===== config.mk =====
export PLATFORM = sky130hd
export DESIGN_NAME = timer2_regs
export DESIGN_NICKNAME = d
export VERILOG_FILES = /design/src/timer2_pkg.sv /design/src/timer2_busy_slot.sv /design/src/timer2_regs.sv
export SDC_FILE = /design/constraint.sdc
export NUM_CORES = 1
export LEC_CHECK = 0
export ABC_AREA = 1
export BUFFER_PORTS_ARGS = -buffer_cell sky130_fd_sc_hd__buf_2
export CAP_MARGIN = 25
export CELL_PAD_IN_SITES_DETAIL_PLACEMENT = 1
export CELL_PAD_IN_SITES_GLOBAL_PLACEMENT = 1
export CORE_MARGIN = 8
export CORE_UTILIZATION = 40
export CTS_CLUSTER_SIZE = 12
export DETAILED_ROUTE_END_ITERATION = 8
export PLACE_DENSITY_LB_ADDON = 0.1
export SLEW_MARGIN = 20
export SYNTH_ARGS = -nofsm -noshare
export SYNTH_HDL_FRONTEND = slang
export SYNTH_HIERARCHICAL = 1
export SYNTH_SLANG_ARGS = --single-unit

===== constraint.sdc =====
create_clock -name clk -period 3.4 [get_ports clk]
set_input_delay 0.34 -clock clk [delete_from_list [all_inputs] [get_ports clk]]
set_output_delay 0.34 -clock clk [all_outputs]
set_load 0.02 [all_outputs]

===== src/timer2_pkg.sv =====
// constants for the timer 2 register side: offsets, bit positions, resets
// assumes a byte-wide cpu data bus with separate data-space and short i/o strobes
package timer2_pkg;
   localparam logic [15:0] OFF_FLAGS = 16'h0037;
   localparam logic [15:0] OFF_SYNC = 16'h0043;
   localparam logic [15:0] OFF_MASK = 16'h0070;
   localparam logic [15:0] OFF_CTRLA = 16'h00b0;
   localparam logic [15:0] OFF_CTRLB = 16'h00b1;
   localparam logic [15:0] OFF_CNT = 16'h00b2;
   localparam logic [15:0] OFF_CMPA = 16'h00b3;
   localparam logic [15:0] OFF_CMPB = 16'h00b4;
   localparam logic [15:0] OFF_ASYNC = 16'h00b6;
   localparam logic [15:0] IO_SHIFT = 16'h0020;
   localparam logic [15:0] EXT_BASE = 16'h0060;
   localparam int BIT_WRAP = 0;
   localparam int BIT_MATCH_A = 1;
   localparam int BIT_MATCH_B = 2;
   localparam int BIT_AS = 5;
   localparam int BIT_EXT = 6;
   localparam int BIT_TSM = 7;
   localparam int BIT_PSR_ASY = 1;
   localparam int BIT_PSR_SYNC = 0;
   localparam int NUM_BUSY = 5;
   localparam int BUSY_CTRLB = 0;
   localparam int BUSY_CTRLA = 1;
   localparam int BUSY_CMPB = 2;
   localparam int BUSY_CMPA = 3;
   localparam int BUSY_CNT = 4;
   // offset of the register behind each busy bit, indexed by busy bit
   localparam logic [NUM_BUSY-1:0][15:0] BUSY_OFFS = {OFF_CNT, OFF_CMPA, OFF_CMPB, OFF_CTRLA, OFF_CTRLB};
   localparam logic [7:0] RST_BYTE = 8'h00;
   localparam logic [2:0] RST_FLAGS = 3'h0;
   localparam logic [2:0] RST_MASK = 3'h0;
endpackage


===== src/timer2_busy_slot.sv =====
// one update-busy bit for an asynchronously updated timer register
// assumes tick is a one-cycle pulse per timer clock, synchronous to clk
`timescale 1ns/1ps
module timer2_busy_slot (
   input wire logic clk,
   input wire logic sys_rst,
   input wire logic async_mode,
   input wire logic wr,
   input wire logic tick,
   output logic busy_q
);
   typedef struct packed {
      logic busy;
   } slot_s;
   slot_s q;
   slot_s d;

   always_comb begin
      d = q;
      if (!async_mode) begin
         d.busy = 1'b0;
      end else if (wr) begin
         // a write in the tick cycle keeps the slot busy for the next transfer
         d.busy = 1'b1;
      end else if (tick) begin
         d.busy = 1'b0;
      end
   end

   always_ff @(posedge clk or posedge sys_rst) begin
      if (sys_rst) begin
         q <= '0;
      end else begin
         q <= d;
      end
   end

   assign busy_q = q.busy;
endmodule // timer2_busy_slot


===== src/timer2_regs.sv =====
// timer 2 register side: compare b, irq mask and flags, async status, sync control
// assumes the counting engine supplies counter value, events and timer ticks on clk
//
// Function
// hold compare b, match on timer tick
// mask bit 2 gates compare b irq
// mask bit 1 gates compare a irq
// mask bit 0 gates overflow irq
// compare a match sets flag bit 1
// compare b match sets flag bit 2
// overflow sets bit 0; dual slope at bottom
// flags clear on vector or written one
// external clock buffer replaces crystal when selected
// software selects external clock before async
// async select chooses oscillator timer clock
// async select change needs register reinit
// async writes set busy until transfer
// software waits for busy clear before writing
// short i/o address is offset minus 0x20
// extended space only by data-space access
// sync mode holds both prescaler resets
// clearing sync mode releases both resets
// sync prescaler reset self-clears outside sync mode
`timescale 1ns/1ps
module timer2_regs (
   input wire logic clk,
   input wire logic sys_rst,
   input wire logic [15:0] ds_addr,
   input wire logic ds_wr,
   input wire logic ds_rd,
   input wire logic [5:0] io_addr,
   input wire logic io_wr,
   input wire logic io_rd,
   input wire logic [7:0] wdata,
   output logic [7:0] rdata_q,
   input wire logic global_irq_en,
   input wire logic [2:0] irq_ack,
   input wire logic timer_tick,
   input wire logic [7:0] counter_value,
   input wire logic match_a_evt,
   input wire logic wrap_max_evt,
   input wire logic bottom_evt,
   input wire logic dual_slope,
   output logic [2:0] irq_req_q,
   output logic match_b_q,
   output logic [7:0] compare_b_q,
   output logic ext_clk_buf_en_q,
   output logic xtal_osc_en_q,
   output logic async_clk_sel_q,
   output logic reinit_q,
   output logic sync_psr_q,
   output logic async_psr_q
);
   typedef struct packed {
      logic [2:0] flags;
      logic [2:0] mask;
      logic [7:0] cmpb;
      logic [7:0] cmpb_tmp;
      logic ext;
      logic as;
      logic ext_buf;
      logic xtal;
      logic sync_hold_mode;
      logic [1:0] psr;
      logic [7:0] rdata;
      logic [2:0] irq;
      logic match_b;
      logic reinit;
   } regs_s;

   localparam regs_s REGS_RST = '{flags: timer2_pkg::RST_FLAGS, mask: timer2_pkg::RST_MASK,
      cmpb: timer2_pkg::RST_BYTE, cmpb_tmp: timer2_pkg::RST_BYTE, ext: 1'b0, as: 1'b0,
      ext_buf: 1'b0, xtal: 1'b1, sync_hold_mode: 1'b0, psr: 2'h0, rdata: timer2_pkg::RST_BYTE,
      irq: 3'h0, match_b: 1'b0, reinit: 1'b0};

   regs_s q;
   regs_s d;
   logic [timer2_pkg::NUM_BUSY-1:0] busy;
   logic [timer2_pkg::NUM_BUSY-1:0] busy_wr;
   logic match_b_evt;
   logic wrap_evt;

   // true when either access path selects the register at data-space offset off
   function automatic logic hit(input logic [15:0] off, input logic [15:0] daddr, input logic dstb,
                                input logic [5:0] iaddr, input logic istb);
      logic io_ok;
      io_ok = istb && (off < timer2_pkg::EXT_BASE);
      hit = (dstb && (daddr == off)) || (io_ok && (({10'h000, iaddr} + timer2_pkg::IO_SHIFT) == off));
   endfunction

   assign match_b_evt = timer_tick && (counter_value == q.cmpb);
   assign wrap_evt = dual_slope ? bottom_evt : wrap_max_evt;

   // busy bits for the five asynchronously updated registers
   generate
      for (genvar i = 0; i < timer2_pkg::NUM_BUSY; i++) begin : g_busy
         assign busy_wr[i] = hit(timer2_pkg::BUSY_OFFS[i], ds_addr, ds_wr, io_addr, io_wr);
         timer2_busy_slot u_slot (
            .clk(clk),
            .sys_rst(sys_rst),
            .async_mode(q.as),
            .wr(busy_wr[i]),
            .tick(timer_tick),
            .busy_q(busy[i])
         );
      end
   endgenerate

   always_comb begin
      logic [2:0] set;
      logic [2:0] clr;
      logic wr_flags;
      logic wr_mask;
      logic wr_sync;
      logic wr_async;
      set = '0;
      clr = '0;
      d = q;
      wr_flags = hit(timer2_pkg::OFF_FLAGS, ds_addr, ds_wr, io_addr, io_wr);
      wr_mask = hit(timer2_pkg::OFF_MASK, ds_addr, ds_wr, io_addr, io_wr);
      wr_sync = hit(timer2_pkg::OFF_SYNC, ds_addr, ds_wr, io_addr, io_wr);
      wr_async = hit(timer2_pkg::OFF_ASYNC, ds_addr, ds_wr, io_addr, io_wr);

      set[timer2_pkg::BIT_MATCH_B] = match_b_evt;
      set[timer2_pkg::BIT_MATCH_A] = match_a_evt;
      set[timer2_pkg::BIT_WRAP] = wrap_evt;
      clr = irq_ack;
      if (wr_flags) begin
         clr = clr | wdata[2:0];
      end
      // an event in the clearing cycle wins
      d.flags = (q.flags & ~clr) | set;
      d.match_b = match_b_evt;

      if (wr_mask) begin
         d.mask = wdata[2:0];
      end
      d.irq = d.flags & d.mask & {3{global_irq_en}};

      // compare b: direct in sync mode, staged and moved on the tick in async mode
      if (busy[timer2_pkg::BUSY_CMPB] && timer_tick) begin
         d.cmpb = q.cmpb_tmp;
      end
      if (busy_wr[timer2_pkg::BUSY_CMPB]) begin
         if (q.as) begin
            d.cmpb_tmp = wdata;
         end else begin
            d.cmpb = wdata;
         end
      end

      d.reinit = 1'b0;
      if (wr_async) begin
         d.ext = wdata[timer2_pkg::BIT_EXT];
         d.as = wdata[timer2_pkg::BIT_AS];
         if (wdata[timer2_pkg::BIT_AS] != q.as) begin
            d.reinit = 1'b1;
            d.cmpb = timer2_pkg::RST_BYTE;
            d.cmpb_tmp = timer2_pkg::RST_BYTE;
         end
      end
      d.ext_buf = d.ext && d.as;
      d.xtal = !d.ext;

      if (wr_sync) begin
         d.sync_hold_mode = wdata[timer2_pkg::BIT_TSM];
         if (wdata[timer2_pkg::BIT_TSM]) begin
            d.psr = {wdata[timer2_pkg::BIT_PSR_ASY], wdata[timer2_pkg::BIT_PSR_SYNC]};
         end else if (q.sync_hold_mode) begin
            d.psr = 2'h0;
         end else begin
            d.psr = {wdata[timer2_pkg::BIT_PSR_ASY], wdata[timer2_pkg::BIT_PSR_SYNC]};
         end
      end else if (!q.sync_hold_mode) begin
         d.psr = 2'h0;
      end

      if (ds_rd || io_rd) begin
         d.rdata = timer2_pkg::RST_BYTE;
         if (hit(timer2_pkg::OFF_FLAGS, ds_addr, ds_rd, io_addr, io_rd)) begin
            d.rdata = {5'h00, q.flags};
         end else if (hit(timer2_pkg::OFF_MASK, ds_addr, ds_rd, io_addr, io_rd)) begin
            d.rdata = {5'h00, q.mask};
         end else if (hit(timer2_pkg::OFF_CMPB, ds_addr, ds_rd, io_addr, io_rd)) begin
            d.rdata = q.cmpb;
         end else if (hit(timer2_pkg::OFF_ASYNC, ds_addr, ds_rd, io_addr, io_rd)) begin
            d.rdata = {1'b0, q.ext, q.as, busy};
         end else if (hit(timer2_pkg::OFF_SYNC, ds_addr, ds_rd, io_addr, io_rd)) begin
            d.rdata = {q.sync_hold_mode, 5'h00, q.psr};
         end
      end
   end

   always_ff @(posedge clk or posedge sys_rst) begin
      if (sys_rst) begin
         q <= REGS_RST;
      end else begin
         q <= d;
      end
   end

   assign rdata_q = q.rdata;
   assign irq_req_q = q.irq;
   assign match_b_q = q.match_b;
   assign compare_b_q = q.cmpb;
   assign ext_clk_buf_en_q = q.ext_buf;
   assign xtal_osc_en_q = q.xtal;
   assign async_clk_sel_q = q.as;
   assign reinit_q = q.reinit;
   assign sync_psr_q = q.psr[timer2_pkg::BIT_PSR_SYNC];
   assign async_psr_q = q.psr[timer2_pkg::BIT_PSR_ASY];
endmodule // timer2_regs


# --- After elaboration in Yosys (flattened, before gate mapping) ---
# Cells that the tools add are included.
op_classes:
  bitwise: 6
  n_mux: 31
  add_sub_neg: 1
  reduce_logical: 27
  eq_ne: 19
op_table:
  columns: ["cell", "n"]
  rows:
  - ["== test 16 x 8 -> 1 bit (second input constant)", 6]
  - ["2-to-1 mux 8 bit", 8]
  - ["== test 16 x 6 -> 1 bit (second input constant)", 2]
  - ["== test 16 x 7 -> 1 bit (second input constant)", 2]
  - ["2-to-1 mux 16 bit", 2]
  - ["logical AND 1 bit", 21]
  - ["2-to-1 mux 18 bit", 1]
  - ["!= test 3 x 2 -> 1 bit (second input constant)", 5]
  - ["2-to-1 mux 1 bit", 14]
  - ["bitwise AND 3 bit", 3]
  - ["== test 8 bit", 1]
  - ["2-to-1 mux 2 bit", 4]
  - ["adder 6 x 6 -> 7 bit (second input constant)", 1]
  - ["== test 7 bit (second input constant)", 1]
  - ["2-to-1 mux 3 bit", 2]
  - ["OR 3 bit", 2]
  - ["logical OR 1 bit", 5]
  - ["inverter 3 bit", 1]
  - ["!= test 2 x 1 -> 1 bit (second input constant)", 1]
  - ["zero test 1 bit", 1]
  - ["!= test 1 bit", 1]
word_totals:
  ff_bits: 47
  wordCells: 103
  output_inout_bits: 26
  inputBits: 53

# --- Longest topological paths before layout ---
logic_depth:
  word_depth: 10
  depth_mapped: 12

# --- Modules after synthesis ---
# Netlist, hierarchy kept.
modules_own_cells:
  columns: ["mod", "cells_each", "n_inst", "area_per_inst_um2", "seq_area_each_um2"]
  rows:
  - ["timer2_regs", 344, 1, 2620.0, 1052.3]
  - ["timer2_busy_slot", 7, 5, 52.6, 25.0]

# --- Worst setup path before layout ---
# Ideal clock, no wire load.
synth_path:
  path_type: "in2reg"
  from: "input ds_addr[15]"
  to: "register g_busy[3].u_slot.q"
  arrival_ps: 1496
  n_path_buf: 1
  t_required_ps: 3327
  setup_ps: 73
  path_stages: 9
  slack_ps: 1831
  path_cell_list: "nor2_1 -> nand2_1 -> nor2_4 -> buf_4 -> nand4_1 -> or2_2 -> nor2_1 -> inv_1 -> a21oi_2"
synth_between:
  elab_chain_cells: 4
  elab_cells_between_ends: 5
synth_rtl:
  columns: ["element", "line_no", "text"]
  rows:
  - ["start: declaration", "timer2_regs.sv:28", "input wire logic [15:0] ds_addr,"]
  - ["== test 16 x 8 -> 1 bit *", "timer2_regs.sv:88", "hit = (dstb && (daddr == off)) || (io_ok && (({10'h000, iaddr} + timer2_pkg::IO_SHIFT) == off));"]
  - ["logical AND 1 bit *", "timer2_regs.sv:88", null]
  - ["named net busy_wr (one bit)", "timer2_regs.sv:79", "logic [timer2_pkg::NUM_BUSY-1:0] busy_wr;"]
  - ["2-to-1 mux 1 bit", "timer2_busy_slot.sv:22", "end else if (wr) begin"]
  - ["2-to-1 mux 1 bit", "timer2_busy_slot.sv:20", "if (!async_mode) begin"]
  - ["end signal: assignment", "timer2_busy_slot.sv:32", "q <= '0;"]
  - ["end signal: assignment", "timer2_busy_slot.sv:34", "q <= d;"]
  - ["end: declaration", "timer2_busy_slot.sv:15", "slot_s q;"]
# Mark *: on every way through the listed nets, which the timed path passes. The rest lies on a longest branch.
# A chain may end at the register's enable or synchronous reset.

==> results.sh <==
export IMPL_status="finished clean"
export IMPL_core_area_um2=7100
export IMPL_fin_crit_sh=0.487
export IMPL_slew_viol_final=0
export IMPL_worst_r2r_cell_count=5
export IMPL_first_global_vias=2901
export IMPL_cts_clk_slew_worst_paths_ps=100
export IMPL_synth_seq_area_share=0.408
export IMPL_dieHeight_um=101
export IMPL_synthArstFlopShare=1.00
export IMPL_ant_nets=0
export IMPL_hp_class="in -> reg"
export IMPL_grt_pass1_wl_um=14000
export IMPL_synth_area_per_cell_um2=7.61
export IMPL_h_tree_depth=2
export IMPL_muxShareOfSynthArea=0.0104
export IMPL_finalSetupViolCount=0
export IMPL_tightestPinTransition_ps=547
export IMPL_fin_crit_ps=1660
export IMPL_yosysWarnings=6
export IMPL_synth_top_family_by_area="simple AND/OR/NAND/NOR gates"
export IMPL_final_core_util=0.475
export IMPL_syn_nets=432
export IMPL_fin_ws_ps=1740
export IMPL_power_density_nw_per_um2=348
export IMPL_clock_sinks=47
export IMPL_grt_max_degree=43
export IMPL_overflow=0
export IMPL_worstSetupStartpointType="input pin"
export IMPL_hold_viol=0
export IMPL_syn2layout_area_growth_pct=17.0
export IMPL_yosysTopAreaCellShare=0.399
export IMPL_num_rows=31
export IMPL_cts_root_buf="clkbuf_8"
export IMPL_routabilityCongestion=0.787
export IMPL_antenna_found_initial=0
export IMPL_fin_tns_setup_ps=0
export IMPL_worst_setup_path_end_kind="flop"
export IMPL_drc=0
export IMPL_layout_nets=495
export IMPL_synth_most_common_cell="nand2_1"
export IMPL_synthCells=379
export IMPL_synth_compound_area_frac=0.124
export IMPL_yosysTopAreaCell="dfrtp_1"
export IMPL_ys_ff_latch=47
export IMPL_drtIter0Drc=100
export IMPL_r2r_slack_ps=1770
export IMPL_routedWlPerCell_um=15.8
export IMPL_ir_drop_mv=0.183
export IMPL_synth_area_leaders="dfrtp_1 (40%), nand2_1 (12%), inv_1 (7.2%)"
export IMPL_netlist_area_um2=2880
export IMPL_vias=2668
export IMPL_cts_tree="done"
export IMPL_vias_per_cell=4.92
export IMPL_cp_max_fo=14
export IMPL_clk_latency_ps=310
export IMPL_cp_arrival_ps=1840
export IMPL_rsz0062_at_grt="no"
export IMPL_synthFlopType="dfrtp_1"
export IMPL_synth_edff_count=0
export IMPL_dieArea_um2=10200
export IMPL_worst_setup_path_type="in -> reg"
export IMPL_initial_core_util=0.406
export IMPL_dp_hpwl_um=6930
export IMPL_yosys_top_cells_count="nand2_1 (93), inv_1 (55), dfrtp_1 (46)"
export IMPL_cp_required_ps=3580
export IMPL_fmax_mhz=603
export IMPL_post_cts_setup_buffers=0
export IMPL_pre_cts_slack_ps=1420
export IMPL_cap_violations=0
export IMPL_die_w_um=101
export IMPL_hold_depth=3
export IMPL_diodes=0
export IMPL_io_buffers=78
export IMPL_yosys_area_share_simple=0.306
export IMPL_leakage_nw=1.83
export IMPL_synth_adder_area_share=0
export IMPL_firstDrtPassIters=4
export IMPL_grt_util_all_layers=0.175
export IMPL_synth_cell_types=36
export IMPL_finClkSkew_ps=7.97
export IMPL_drt_wl_total_um=8550
export IMPL_cts_buffers=5
export IMPL_num_io_pins=79
export IMPL_drive_gt1_frac=0.278
export IMPL_max_slew_margin=0.635
export IMPL_synthXorXnorAreaFrac=0.00911
export IMPL_cts_max_path_buffers=2
==> state kept, by name, summed over array words and instances, names as in the netlist, 3 cells and up <==
name	flops
q	16
compare_b_q	8
rdata_q	8
g_busy.u_slot/busy_q	5
irq_req_q	3
==> kinds of logic (layout without fill, tap and decap cells) <==
group,count (synthesis),in the layout
DFF,47,47
AOI/OAI and AO/OA,54,54
xor gates and xnor gates,3,3
buffers and inverters,84,148
and+or+nand+nor,188,188
muxes,3,3
==> path summary, 6_finish.rpt <==
path	from	endpoint
setup reg to reg	async_clk_sel_q	compare_b_q[1]
min in group asynchronous	sys_rst	g_busy[0].u_slot/busy_q
hold reg to reg	rdata_q[4]	rdata_q[4]
hold / removal	match_a_evt	q[40]
max in group asynchronous	sys_rst	compare_b_q[1]
setup / recovery	ds_addr[13]	compare_b_q[1]
==> layer usage <==
metal | wire (µm) | vias to the layer above | GRT usage | part of all wire
met5 | 0 | - | 0 | 0
met4 | 75 | 0 | 0.0412 | 0.0088
met3 | 400 | 6 | 0.0366 | 0.047
met2 | 4470 | 56 | 0.315 | 0.52
met1 | 3610 | 1286 | 0.204 | 0.42
li1 | - | 1320 | - | -
==> worst max-delay path, cell delays in order <==
cell and delay, ps:
buf_2 100, nor2_1 100, nand2_1 90, nor2_4 330
nand3_4 170, nor3_4 320, inv_2 200, nand2_1 120
a21oi_1 60
==> what timing repair did <==
action                    4_1_cts  5_1_grt
resized for setup               0        0
hold endpoints to repair        5        0
hold buffers                    1        0
==> stage by stage <==
| step | hold slack [ps] | instance area, µm² | cells | power (W) |
|---|---|---|---|---|
| 2_1_floorplan | 68.7 | 2880 | 379 | 0.000619 |
| 3_3_place_gp | 227 | 3220 | 533 | 0.000673 |
| 3_5_place_dp | 236 | 3220 | 533 | 0.000677 |
| 4_1_cts | 224 | 3370 | 542 | 0.00119 |
| 5_1_grt | 243 | 3370 | 542 | 0.00122 |
| 6_report | 229 | 3370 | 542 | 0.00117 |
==> area by class of cell <==
class	instances	area, µm²
clock inverters	3	71.3
inverters	59	221
well taps	99	124
multi-input cells	248	1290
fillers	932	3720
repair buffers	81	415
flip-flops and latches	47	1180
clock buffers	5	68.8
==> power by group <==
part           leakage [nW]  internal, W   total, W  switching, W
sequential            0.620     0.000562   0.000566    0.00000367
combinational          1.14    0.0000366  0.0000993     0.0000628
clock                0.0703     0.000299   0.000509      0.000211
total                  1.83     0.000898    0.00117      0.000277
==> placed cells by master, fill, tap and decap left out, types with 2 or more instances in the layout <==
master	count
mux2i_1	3
or2_2	2
inv_2	4
buf_4	2
nand3_2	3
o21ai_0	16
buf_2	78
inv_1	55
dfrtp_1	46
clkbuf_8	5
nor2_1	36
nand3_1	31
o21ai_2	10
nor2_4	4
a21oi_1	12
nor4_1	3
a21oi_2	5
o21ai_1	3
bufinv_16	2
xor2_1	3
nor3_1	4
nand4_1	5
a211oi_1	4
nand2_1	93
No activity file was read; power rests on OpenSTA's default activity.
